==> config.mk <==
export PLATFORM = sky130hd
export DESIGN_NAME = crr_cmd_unit
export DESIGN_NICKNAME = d
export VERILOG_FILES = /design/src/logic/crr_pkg.sv /design/src/logic/crr_cmd_unit.sv /design/src/logic/crr_req_decode.sv
export VERILOG_INCLUDE_DIRS = /design/src /design/src/logic
export SDC_FILE = /design/constraint.sdc
export NUM_CORES = 1
export LEC_CHECK = 0
export BUFFER_PORTS_ARGS = -buffer_cell sky130_fd_sc_hd__buf_2
export CAP_MARGIN = 15
export CORE_AREA = 5 5 242 244
export CTS_BUF_LIST = sky130_fd_sc_hd__clkbuf_16
export DETAILED_ROUTE_END_ITERATION = 8
export DIE_AREA = 0 0 247 249
export PLACE_DENSITY = 0.54
export SETUP_SLACK_MARGIN = 0.2
export SLEW_MARGIN = 20
export SYNTH_ARGS = -nofsm -noshare
export SYNTH_HDL_FRONTEND = slang
export SYNTH_SLANG_ARGS = --single-unit
==> constraint.sdc <==
create_clock -name mclk -period 17.85 [get_ports mclk]
set_input_delay 4.4625 -clock mclk [delete_from_list [all_inputs] [get_ports mclk]]
set_output_delay 4.4625 -clock mclk [all_outputs]
set_load 0.05 [all_outputs]
==> src/logic/crr_defines.svh <==
/*
  Constants of the request/reply command unit: identifier fields, function
  numbers, default group extensions, payload values and scaling offsets.
  Assumes 29-bit extended identifiers laid out as priority, EDP, DP, PF, PS, SA.
*/
`ifndef CRR_DEFINES_SVH
`define CRR_DEFINES_SVH

// ----------------------------------------------------------------------------
// identifier fields
// ----------------------------------------------------------------------------
`define CRR_PRIO 3'h6
`define CRR_PF_REQUEST 8'hEA
`define CRR_PF_PROP 8'hFF
`define CRR_PF_VERSION 8'hFE
`define CRR_PS_VERSION 8'hDA
`define CRR_PF_ECU_ID 8'hFD
`define CRR_PS_ECU_ID 8'hC5
`define CRR_ADDR_GLOBAL 8'hFF
`define CRR_PS_BANK0 8'hF0
`define CRR_PS_BANK1 8'hF1

// ----------------------------------------------------------------------------
// function numbers carried in a request (page bits included)
// ----------------------------------------------------------------------------
`define CRR_PGN_REQUEST 18'h0EA00
`define CRR_PGN_VERSION 18'h0FEDA
`define CRR_PGN_ECU_ID 18'h0FDC5
`define CRR_PGN_ALGO_RESET 18'h0FF50
`define CRR_PGN_SAVE_CFG 18'h0FF51
`define CRR_PGN_TEST_HW 18'h0FF52
`define CRR_PGN_TEST_SW 18'h0FF53
`define CRR_PGN_TEST_STATUS 18'h0FF54
`define CRR_PGN_RATE_DIV 18'h0FF55
`define CRR_PGN_PKT_TYPE 18'h0FF56
`define CRR_PGN_FILTER 18'h0FF57
`define CRR_PGN_ORIENT 18'h0FF58
`define CRR_PGN_ACCEL 18'h0FF5D
`define CRR_PGN_PS_BANK0 18'h0FFF0
`define CRR_PGN_PS_BANK1 18'h0FFF1

// ----------------------------------------------------------------------------
// group extension table: slots 0..4 bank 0, slots 5..9 bank 1
// ----------------------------------------------------------------------------
`define CRR_PS_SLOTS 10
`define CRR_PS_DEFAULTS 80'h5D_58_57_56_55_54_53_52_51_50
`define CRR_SLOT_ALGO_RESET 0
`define CRR_SLOT_SAVE_CFG 1
`define CRR_SLOT_TEST_HW 2
`define CRR_SLOT_TEST_SW 3
`define CRR_SLOT_TEST_STATUS 4
`define CRR_SLOT_RATE_DIV 5
`define CRR_SLOT_PKT_TYPE 6
`define CRR_SLOT_FILTER 7
`define CRR_SLOT_ORIENT 8
`define CRR_SLOT_ACCEL 9
`define CRR_BANK_SLOTS 5

// ----------------------------------------------------------------------------
// payload lengths and values
// ----------------------------------------------------------------------------
`define CRR_LEN_REQUEST 4'h3
`define CRR_LEN_CMD 4'h3
`define CRR_LEN_BANK 4'h7
`define CRR_LEN_VERSION 4'h5
`define CRR_LEN_ECU_ID 4'h8
`define CRR_LEN_ACK 4'h3
`define CRR_LEN_TEST_HW 4'h8
`define CRR_LEN_TEST_SW 4'h1
`define CRR_LEN_STATUS 4'h2
`define CRR_BYTE_REQUEST 8'h00
`define CRR_BYTE_RESPONSE 8'h01
`define CRR_BYTE_FAIL 8'h00
`define CRR_BYTE_OK 8'h01

// ----------------------------------------------------------------------------
// engineering unit offsets
// ----------------------------------------------------------------------------
`define CRR_ANGLE_OFFSET 33'h0007D0000
`define CRR_ANGLE_MAX 33'h000FB0000
`define CRR_RATE_OFFSET 17'h07D00
`define CRR_RATE_MAX 17'h0FFFF

`endif

==> src/logic/crr_pkg.sv <==
/*
  Types of the request/reply command unit: frame carrier, version record,
  function codes and controller states.
  Assumes crr_defines.svh supplies every numeric constant.
*/
package crr_pkg;

  // one CAN frame, byte i of the payload is data[i]
  typedef struct packed {
    logic [28:0] id;
    logic [3:0] dlc;
    logic [7:0][7:0] data;
  } crr_frame_t;

  // firmware version record, first byte first
  typedef struct packed {
    logic [7:0] major;
    logic [7:0] minor;
    logic [7:0] patch;
    logic [7:0] stage;
    logic [7:0] build;
  } crr_version_t;

  // decoded function of an accepted frame
  typedef enum logic [3:0] {
    FN_NONE, FN_VERSION, FN_ECU_ID, FN_ALGO_RESET, FN_SAVE_CFG, FN_TEST_HW, FN_TEST_SW,
    FN_TEST_STATUS, FN_RATE_DIV, FN_PKT_TYPE, FN_FILTER, FN_ORIENT, FN_ACCEL, FN_PS_BANK0,
    FN_PS_BANK1
  } crr_func_t;

  typedef enum logic [1:0] {ST_IDLE, ST_EXEC, ST_SEND} crr_state_t;

endpackage

==> src/logic/crr_cmd_unit.sv <==
/*
  Request/reply command unit of a sensor node on a 29-bit identifier CAN bus.
  Takes received frames, decodes requests and addressed commands, starts the
  node's actions and builds one reply frame per answered request. Also turns
  attitude and rate samples into bus raw counts.
  Assumes a CAN controller that hands over whole frames with valid/ready,
  inputs synchronous to mclk, and a stable node address.
*/
// Notes on behaviour
// - request data names the wanted function
// - node only answers, never originates traffic
// - replies to global requests go to all
// - specific exchange: sender and addressed node only
// - version reply: five bytes, broadcast group
// - version bytes: major, minor, patch, stage, build
// - identification reply: eight bytes, broadcast group
// - algorithm reset restarts estimator, three-byte reply
// - reset reply extension configurable, default eighty
// - marker byte request/response, third byte success
// - second byte carries target node address
// - save request stores configuration in nonvolatile memory
// - hardware, software, status test replies
// - rate divider and packet type functions
// - low-pass filter setting function
// - mounting orientation change function
// - estimator acceleration parameter function
// - bank requests replace default extensions
// - angles: 1/32768 degree, offset minus 250
// - rates: 1/128 degree/s, offset minus 250
`timescale 1ns/1ps
`include "crr_defines.svh"

module crr_cmd_unit #(
  parameter int ANGLE_CH = 2,
  parameter int RATE_CH = 3
) (
  input wire logic mclk,
  input wire logic rst,
  input wire logic [7:0] node_addr,
  input crr_pkg::crr_version_t version,
  input wire logic [63:0] ecu_id,
  input wire logic [13:0] hw_bits,
  input wire logic [6:0] sw_bits,
  input wire logic [12:0] status_bits,
  input wire logic est_busy,
  input wire logic nv_busy,
  input wire logic rx_valid,
  input crr_pkg::crr_frame_t rx_frame,
  output logic rx_ready,
  output crr_pkg::crr_frame_t tx_frame,
  output logic tx_valid,
  input wire logic tx_ready,
  output logic algo_reset_pulse,
  output logic save_cfg_pulse,
  output logic cfg_wr_pulse,
  output crr_pkg::crr_func_t cfg_func,
  output logic [47:0] cfg_data,
  input wire logic [ANGLE_CH-1:0][31:0] angle_in,
  input wire logic [RATE_CH-1:0][15:0] rate_in,
  output logic [ANGLE_CH-1:0][31:0] angle_raw,
  output logic [RATE_CH-1:0][15:0] rate_raw
);
  import crr_pkg::*;

  // ----------------------------------------------------------------------------
  // state and held frame
  // ----------------------------------------------------------------------------
  crr_state_t state_reg;
  crr_state_t state_next;
  crr_frame_t rx_hold_reg;
  crr_frame_t tx_frame_reg;
  crr_frame_t rep_frame;
  logic rep_want;
  logic [`CRR_PS_SLOTS-1:0][7:0] ps_table_reg;
  logic [`CRR_PS_SLOTS-1:0][7:0] ps_table_next;
  logic rx_ready_reg;
  logic tx_valid_reg;
  logic algo_reset_reg;
  logic save_cfg_reg;
  logic cfg_wr_reg;
  crr_func_t cfg_func_reg;
  logic [47:0] cfg_data_reg;
  logic [ANGLE_CH-1:0][31:0] angle_raw_reg;
  logic [RATE_CH-1:0][15:0] rate_raw_reg;
  crr_func_t dec_func;
  logic dec_global;

  // ----------------------------------------------------------------------------
  // decoding of the held frame
  // ----------------------------------------------------------------------------
  crr_req_decode u_decode (
    .frame(rx_hold_reg),
    .node_addr(node_addr),
    .ps_table(ps_table_reg),
    .func(dec_func),
    .is_global(dec_global)
  );

  // strobes of the phases
  wire take_rx = (state_reg == ST_IDLE) && rx_valid && rx_ready_reg; // no take before ready shows
  wire in_exec = (state_reg == ST_EXEC);
  wire sent = (state_reg == ST_SEND) && tx_ready;

  // action gating; a busy target is reported as failure
  wire arst_ok = !est_busy;
  wire save_ok = !nv_busy;
  wire do_arst = in_exec && (dec_func == FN_ALGO_RESET) && arst_ok;
  wire do_save = in_exec && (dec_func == FN_SAVE_CFG) && save_ok;
  wire is_cfg = (dec_func == FN_RATE_DIV) || (dec_func == FN_PKT_TYPE) || (dec_func == FN_FILTER)
    || (dec_func == FN_ORIENT) || (dec_func == FN_ACCEL);
  wire do_cfg = in_exec && is_cfg;
  wire do_bank0 = in_exec && (dec_func == FN_PS_BANK0);
  wire do_bank1 = in_exec && (dec_func == FN_PS_BANK1);
  wire [47:0] cmd_payload = rx_hold_reg.data[7:2];

  // reply bytes of the acknowledged commands
  wire [7:0] arst_result = arst_ok ? `CRR_BYTE_OK : `CRR_BYTE_FAIL;
  wire [7:0] save_result = save_ok ? `CRR_BYTE_OK : `CRR_BYTE_FAIL;
  wire [15:0] hw_word = {2'b00, hw_bits};
  wire [15:0] status_word = {3'b000, status_bits};

  // ----------------------------------------------------------------------------
  // reply identifier: priority six, broadcast group, own source
  // ----------------------------------------------------------------------------
  function automatic logic [28:0] crr_reply_id(input logic [7:0] pf, input logic [7:0] ps,
    input logic [7:0] sa);
    crr_reply_id = {`CRR_PRIO, 2'b00, pf, ps, sa};
  endfunction

  // reply frame per function; every reply is a broadcast group frame
  always_comb begin
    rep_frame = '0;
    rep_want = 1'b0;
    unique case (dec_func)
      FN_VERSION: begin
        rep_want = 1'b1;
        rep_frame.id = crr_reply_id(`CRR_PF_VERSION, `CRR_PS_VERSION, node_addr);
        rep_frame.dlc = `CRR_LEN_VERSION;
        rep_frame.data[0] = version.major;
        rep_frame.data[1] = version.minor;
        rep_frame.data[2] = version.patch;
        rep_frame.data[3] = version.stage;
        rep_frame.data[4] = version.build;
      end
      FN_ECU_ID: begin
        rep_want = 1'b1;
        rep_frame.id = crr_reply_id(`CRR_PF_ECU_ID, `CRR_PS_ECU_ID, node_addr);
        rep_frame.dlc = `CRR_LEN_ECU_ID;
        rep_frame.data = ecu_id;
      end
      FN_ALGO_RESET: begin
        rep_want = 1'b1;
        rep_frame.id = crr_reply_id(`CRR_PF_PROP, ps_table_reg[`CRR_SLOT_ALGO_RESET], node_addr);
        rep_frame.dlc = `CRR_LEN_ACK;
        rep_frame.data[0] = `CRR_BYTE_RESPONSE;
        rep_frame.data[1] = node_addr;
        rep_frame.data[2] = arst_result;
      end
      FN_SAVE_CFG: begin
        rep_want = 1'b1;
        rep_frame.id = crr_reply_id(`CRR_PF_PROP, ps_table_reg[`CRR_SLOT_SAVE_CFG], node_addr);
        rep_frame.dlc = `CRR_LEN_ACK;
        rep_frame.data[0] = `CRR_BYTE_RESPONSE;
        rep_frame.data[1] = node_addr;
        rep_frame.data[2] = save_result;
      end
      FN_TEST_HW: begin
        rep_want = 1'b1;
        rep_frame.id = crr_reply_id(`CRR_PF_PROP, ps_table_reg[`CRR_SLOT_TEST_HW], node_addr);
        rep_frame.dlc = `CRR_LEN_TEST_HW;
        rep_frame.data[0] = hw_word[7:0];
        rep_frame.data[1] = hw_word[15:8];
      end
      FN_TEST_SW: begin
        rep_want = 1'b1;
        rep_frame.id = crr_reply_id(`CRR_PF_PROP, ps_table_reg[`CRR_SLOT_TEST_SW], node_addr);
        rep_frame.dlc = `CRR_LEN_TEST_SW;
        rep_frame.data[0] = {1'b0, sw_bits};
      end
      FN_TEST_STATUS: begin
        rep_want = 1'b1;
        rep_frame.id = crr_reply_id(`CRR_PF_PROP, ps_table_reg[`CRR_SLOT_TEST_STATUS], node_addr);
        rep_frame.dlc = `CRR_LEN_STATUS;
        rep_frame.data[0] = status_word[7:0];
        rep_frame.data[1] = status_word[15:8];
      end
      FN_NONE, FN_RATE_DIV, FN_PKT_TYPE, FN_FILTER, FN_ORIENT, FN_ACCEL, FN_PS_BANK0, FN_PS_BANK1: begin
        rep_want = 1'b0;
      end
      default: begin
        rep_want = 1'b0;
      end
    endcase
  end

  // ----------------------------------------------------------------------------
  // controller: take one frame, act, send at most one reply
  // ----------------------------------------------------------------------------
  always_comb begin
    state_next = state_reg;
    unique case (state_reg)
      ST_IDLE: begin
        if (take_rx) begin
          state_next = ST_EXEC;
        end
      end
      ST_EXEC: begin
        state_next = rep_want ? ST_SEND : ST_IDLE;
      end
      ST_SEND: begin
        if (tx_ready) begin
          state_next = ST_IDLE;
        end
      end
    endcase
  end

  // state register
  always_ff @(posedge mclk or posedge rst) begin
    if (rst) begin
      state_reg <= ST_IDLE;
    end else begin
      state_reg <= state_next;
    end
  end

  // held request, loaded only when idle
  always_ff @(posedge mclk or posedge rst) begin
    if (rst) begin
      rx_hold_reg <= '0;
    end else if (take_rx) begin
      rx_hold_reg <= rx_frame;
    end
  end

  // handshake flags follow the next state
  always_ff @(posedge mclk or posedge rst) begin
    if (rst) begin
      rx_ready_reg <= 1'b0;
      tx_valid_reg <= 1'b0;
    end else begin
      rx_ready_reg <= (state_next == ST_IDLE);
      tx_valid_reg <= (state_next == ST_SEND);
    end
  end

  // reply frame, held until the controller takes it
  always_ff @(posedge mclk or posedge rst) begin
    if (rst) begin
      tx_frame_reg <= '0;
    end else if (in_exec && rep_want) begin
      tx_frame_reg <= rep_frame;
    end
  end

  // ----------------------------------------------------------------------------
  // node actions
  // ----------------------------------------------------------------------------
  always_ff @(posedge mclk or posedge rst) begin
    if (rst) begin
      algo_reset_reg <= 1'b0;
      save_cfg_reg <= 1'b0;
      cfg_wr_reg <= 1'b0;
    end else begin
      algo_reset_reg <= do_arst;
      save_cfg_reg <= do_save;
      cfg_wr_reg <= do_cfg;
    end
  end

  // configuration function and its payload bytes
  always_ff @(posedge mclk or posedge rst) begin
    if (rst) begin
      cfg_func_reg <= FN_NONE;
      cfg_data_reg <= '0;
    end else if (do_cfg) begin
      cfg_func_reg <= dec_func;
      cfg_data_reg <= cmd_payload;
    end
  end

  // extension table, bank writes replace five slots each
  genvar gb;
  generate
    for (gb = 0; gb < `CRR_BANK_SLOTS; gb++) begin : g_bank
      assign ps_table_next[gb] = do_bank0 ? rx_hold_reg.data[gb + 2] : ps_table_reg[gb];
      assign ps_table_next[gb + `CRR_BANK_SLOTS] = do_bank1 ? rx_hold_reg.data[gb + 2]
        : ps_table_reg[gb + `CRR_BANK_SLOTS];
    end
  endgenerate

  always_ff @(posedge mclk or posedge rst) begin
    if (rst) begin
      ps_table_reg <= `CRR_PS_DEFAULTS;
    end else begin
      ps_table_reg <= ps_table_next;
    end
  end

  // ----------------------------------------------------------------------------
  // raw count conversion with saturation to the reported span
  // ----------------------------------------------------------------------------
  genvar ga;
  generate
    for (ga = 0; ga < ANGLE_CH; ga++) begin : g_angle
      wire signed [32:0] angle_sum = $signed({angle_in[ga][31], angle_in[ga]})
        + $signed(`CRR_ANGLE_OFFSET);
      wire angle_low = angle_sum[32];
      wire angle_high = !angle_sum[32] && (angle_sum > $signed(`CRR_ANGLE_MAX));
      wire [31:0] angle_sat = angle_low ? 32'h0000_0000
        : (angle_high ? 32'(`CRR_ANGLE_MAX) : angle_sum[31:0]);
      always_ff @(posedge mclk or posedge rst) begin
        if (rst) begin
          angle_raw_reg[ga] <= 32'h0000_0000;
        end else begin
          angle_raw_reg[ga] <= angle_sat;
        end
      end
    end
  endgenerate

  genvar gr;
  generate
    for (gr = 0; gr < RATE_CH; gr++) begin : g_rate
      wire signed [16:0] rate_sum = $signed({rate_in[gr][15], rate_in[gr]})
        + $signed(`CRR_RATE_OFFSET);
      wire rate_low = rate_sum[16];
      wire [15:0] rate_sat = rate_low ? 16'h0000 : rate_sum[15:0];
      always_ff @(posedge mclk or posedge rst) begin
        if (rst) begin
          rate_raw_reg[gr] <= 16'h0000;
        end else begin
          rate_raw_reg[gr] <= rate_sat;
        end
      end
    end
  endgenerate

  // ----------------------------------------------------------------------------
  // outputs, all from flip-flops
  // ----------------------------------------------------------------------------
  assign rx_ready = rx_ready_reg;
  assign tx_valid = tx_valid_reg;
  assign tx_frame = tx_frame_reg;
  assign algo_reset_pulse = algo_reset_reg;
  assign save_cfg_pulse = save_cfg_reg;
  assign cfg_wr_pulse = cfg_wr_reg;
  assign cfg_func = cfg_func_reg;
  assign cfg_data = cfg_data_reg;
  assign angle_raw = angle_raw_reg;
  assign rate_raw = rate_raw_reg;

endmodule

==> src/logic/crr_req_decode.sv <==
/*
  Frame decoder of the request/reply command unit: classifies one held frame
  as a request or an addressed command and names the function it selects.
  Assumes the frame and the group extension table are stable while decoded.
*/
`timescale 1ns/1ps
`include "crr_defines.svh"

module crr_req_decode (
  input crr_pkg::crr_frame_t frame,
  input wire logic [7:0] node_addr,
  input wire logic [`CRR_PS_SLOTS-1:0][7:0] ps_table,
  output crr_pkg::crr_func_t func,
  output logic is_global
);
  import crr_pkg::*;

  // ----------------------------------------------------------------------------
  // identifier fields
  // ----------------------------------------------------------------------------
  wire [7:0] pf = frame.id[23:16];
  wire [7:0] ps = frame.id[15:8];
  wire page_ok = (frame.id[25:24] == 2'b00);
  wire [17:0] req_pgn = {frame.data[2][1:0], frame.data[1], frame.data[0]};

  // request frames, global or to this node only
  wire is_req = page_ok && (pf == `CRR_PF_REQUEST) && (frame.dlc >= `CRR_LEN_REQUEST);
  assign is_global = (ps == `CRR_ADDR_GLOBAL);
  wire req_to_me = is_req && (is_global || (ps == node_addr));

  // addressed commands carry request marker and target address
  wire is_cmd = page_ok && (pf == `CRR_PF_PROP) && (frame.dlc >= `CRR_LEN_CMD)
    && (frame.data[0] == `CRR_BYTE_REQUEST) && (frame.data[1] == node_addr);
  wire bank_len_ok = (frame.dlc >= `CRR_LEN_BANK);

  // ----------------------------------------------------------------------------
  // extension match per table slot
  // ----------------------------------------------------------------------------
  logic [`CRR_PS_SLOTS-1:0] slot_hit;
  genvar gi;
  generate
    for (gi = 0; gi < `CRR_PS_SLOTS; gi++) begin : g_slot
      assign slot_hit[gi] = (ps == ps_table[gi]);
    end
  endgenerate

  // function select, requests before commands
  always_comb begin
    func = FN_NONE;
    if (req_to_me) begin
      unique case (req_pgn)
        `CRR_PGN_VERSION: func = FN_VERSION;
        `CRR_PGN_ECU_ID: func = FN_ECU_ID;
        `CRR_PGN_SAVE_CFG: func = is_global ? FN_NONE : FN_SAVE_CFG;
        `CRR_PGN_TEST_HW: func = FN_TEST_HW;
        `CRR_PGN_TEST_SW: func = FN_TEST_SW;
        `CRR_PGN_TEST_STATUS: func = FN_TEST_STATUS;
        default: func = FN_NONE;
      endcase
    end else if (is_cmd) begin
      if (ps == `CRR_PS_BANK0) begin
        func = bank_len_ok ? FN_PS_BANK0 : FN_NONE;
      end else if (ps == `CRR_PS_BANK1) begin
        func = bank_len_ok ? FN_PS_BANK1 : FN_NONE;
      end else if (slot_hit[`CRR_SLOT_ALGO_RESET]) begin
        func = FN_ALGO_RESET;
      end else if (slot_hit[`CRR_SLOT_SAVE_CFG]) begin
        func = FN_SAVE_CFG;
      end else if (slot_hit[`CRR_SLOT_RATE_DIV]) begin
        func = FN_RATE_DIV;
      end else if (slot_hit[`CRR_SLOT_PKT_TYPE]) begin
        func = FN_PKT_TYPE;
      end else if (slot_hit[`CRR_SLOT_FILTER]) begin
        func = FN_FILTER;
      end else if (slot_hit[`CRR_SLOT_ORIENT]) begin
        func = FN_ORIENT;
      end else if (slot_hit[`CRR_SLOT_ACCEL]) begin
        func = FN_ACCEL;
      end
    end
  end

endmodule

==> impl_metrics.json <==
{
  "seqPwrFrac_pct": 46.6,
  "wl_per_cell_um": 21.06,
  "yosysTopAreaCellShare_pct": 51.81,
  "area_growth_pct": 29.20,
  "r2r_start": "rx_hold_reg[80]",
  "crit_chain": "buf_2 -> xnor2_1 -> nand4_1 -> nor4_2 -> o311ai_0 -> o21ai_1 -> nor2_2 -> o21ai_4 -> buf_4 -> mux2_1",
  "htree_levels": 2,
  "num_rows": 87,
  "drive_gt1_share_pct": 40.59,
  "worstHoldEndpoint": "tx_frame[57]",
  "synth_adder_area_share_pct": 0.6676,
  "synth-seq-cells": 424,
  "grt_pass1_vias": 15420,
  "cts.sink_count": 424,
  "num_vias": 14690,
  "drv_cap": 0,
  "final_cell_mix": "buf_2 (612), dfrtp_1 (388), nand2_1 (186)",
  "hp-class": "flip-flop to flip-flop",
  "leakagePower_uw": 0.01235,
  "fillers": 5433,
  "cp_data_required_time_ns": 18.30,
  "drt_iter0_markers": 650,
  "hold_depth": 2,
  "drc": 0,
  "via_per_inst": 4.915,
  "crit_path_top_delay_cell": "o21ai_4",
  "period_share_pct": 42.39,
  "slew_headroom_pct": 26.84,
  "synth_compound_area_share_pct": 7.444,
  "ys_seq_area_share_pct": 56.86,
  "fin_skew_ns": 0.03372,
  "fin_nets": 2556,
  "yosysWarnings": 0,
  "powerDensity_mw_per_mm2": 111.4,
  "largest_reg_flops": 87,
  "reg2reg_slack_ns": 13.12,
  "synthFlopType": "dfrtp_1",
  "synth_top_family_by_area": "multiplexers",
  "clk_pin_slew_worst_paths_ns": 0.05,
  "fmax_mhz": 132.2,
  "cts_tree": "yes",
  "grt.total_usage_pct": 19.84,
  "finalWeightedCongestion": 0.8466,
  "cts_root_buffer": "clkbuf_16",
  "grt_pass1_wl_um": 94510,
  "synth_top_area_cell": "dfrtp_1",
  "synth_xor_area_share_pct": 4.533,
  "port_buffers": 612,
  "crit_fanout": 29,
  "status": "complete, no violations",
  "r2r_cells": 9,
  "die_w_um": 247,
  "cp-startpoint": "node_addr[3]",
  "pin_count": 627,
  "cp.arrival_ns": 8.02,
  "rr_endpoint": "cfg_data[29]",
  "slowest_delay_ns": 0.82,
  "fp.coreArea_mm2": 0.05606,
  "swShare_pct": 30.30,
  "yosys-mux-area-fraction_pct": 14.07,
  "dp.cells": 2888,
  "period_minus_slack_ns": 7.567,
  "syn_inst": 1573,
  "fin_util_pct": 43.19,
  "async_flop_share_pct": 100.0,
  "dpl.hpwl_um": 47490,
  "total_power_uw": 2698,
  "final_common_cell": "buf_2",
  "hold_violations": 0,
  "dieArea_mm2": 0.06150,
  "post_cts_buffers": 0,
  "cts_resized": 0,
  "p_sw_uw": 817.5,
  "postCtsHoldBufs": 0,
  "path_class": "primary input to flip-flop",
  "finalWorstSetupSlack_ns": 10.28,
  "synth.top_cells.by_area": "dfrtp_1 (52%), mux2_2 (8.2%), dfstp_2 (5.0%), mux2_1 (5.0%), nand2_1 (3.7%)",
  "vdd_drop_max_mv": 0.07490,
  "hold_start": "tx_frame[57]",
  "clockBufferDepth": 3,
  "synth_edf_count": 0,
  "insertion_delay_ns": 0.60,
  "cp-start-kind": "primary input",
  "setup_tns_ns": 0,
  "routed_wirelength_um": 62950,
  "synthesis.area_mm2": 0.01874,
  "power_frac_clock_pct": 37.4,
  "dpl_worst_slack_ns": 9.626,
  "dr.pass1.iters": 4,
  "end_kind": "flip-flop",
  "initial_core_util_pct": 33.43,
  "chipHeight_um": 249,
  "pwr-share-comb_pct": 16.0,
  "instances_no_fill": 2989,
  "slew_viol_final": 0,
  "synth-simple-area-share_pct": 13.67,
  "numCtsBuffers": 50,
  "p_int_uw": 1880,
  "grt_antenna_before_repair": 16,
  "worstMarginPinSlew_ns": 1.093,
  "synth_cell_types": 82,
  "postSynthAreaPerCell_um2": 11.91,
  "rsz0062_at_grt": "false",
  "detail-route-antenna-nets": 0,
  "grt-ovfl-total": 0,
  "grt_max_degree": 158,
  "finalSetupViolCount": 0
}
power groups by stage:
| stage | Sequential (uW) | Clock, uW | Combinational (uW) |
|---|---|---|---|
| after floorplan | 1200 | 0 | 315 |
| after global placement | 1280 | 0 | 425 |
| after detailed placement | 1280 | 0 | 435 |
| after CTS | 1260 | 1040 | 437 |
| after global routing | 1280 | 1080 | 474 |
| final | 1260 | 1010 | 432 |
cell families after synthesis:
| logic type | after synthesis |
|---|---|
| simple gates | 495 |
| flops | 424 |
| mux | 236 |
| compound gates | 208 |
| buf+inv | 102 |
| xor+xnor | 97 |
| fa+ha+maj | 10 |
| other cells | 1 |
per-stage QoR:
stage	hold slack [ns]	instance area, um^2
2_1_floorplan	0.4522	18810
3_3_place_gp	0.4450	22550
3_5_place_dp	0.4499	22550
4_1_cts	0.4622	24170
5_1_grt	0.4761	24200
6_report	0.4582	24210
critical path: cells and delay by family:
kind	cells	cell delay, ns
mux	1	0.37
compound gates	3	1.50
simple gates	3	0.77
buf+inv	2	0.66
xor+xnor	1	0.20
worst max-delay path by stage:
| stage | to |
|---|---|
| 4_1_cts | cfg_data[46] |
| 3_5_place_dp | cfg_data[46] |
| 3_3_place_gp | cfg_data[46] |
| 6_report | cfg_data[29] |
| 5_1_grt | cfg_data[27] |
| 2_1_floorplan | algo_reset_pulse |
Yosys cell counts, drive strengths merged (7+ instances only):
library cell / n
nand4: 19
nand3: 47
nor2: 52
dfrtp: 388
a32o: 7
a31oi: 15
xnor2: 49
nand2: 186
a22oi: 20
and3: 18
o21a: 7
xor2: 48
dfstp: 36
clkbuf: 28
o21ai: 44
inv: 16
buf: 58
a21o: 11
a311oi: 10
nor3: 25
ha: 10
mux2i: 16
nor4: 33
and2: 62
mux2: 220
nor4b: 7
a21oi: 58
metal layers:
layer	vias up	global-route usage (%)	routed length [um]
met5	-	0	103
met4	18	5.420	1705
met3	110	6.524	5740
met2	535	34.32	31200
met1	7244	23.68	24200
li1	6785	-	-
layout make-up:
class                           instances  area (um^2)  area share [%]
Clock buffer                           51         1276           5.271
Sequential cell                       424        10660           44.01
Multi-Input combinational cell       1065         7704           31.82
Clock inverter                         43        342.8           1.416
Timing Repair Buffer                  628         3207           13.24
Antenna cell                            6        15.01         0.06201
Inverter                               16        67.56          0.2790
Tap cell                              756        945.9           3.907
Power figures use the tool's default switching activity.
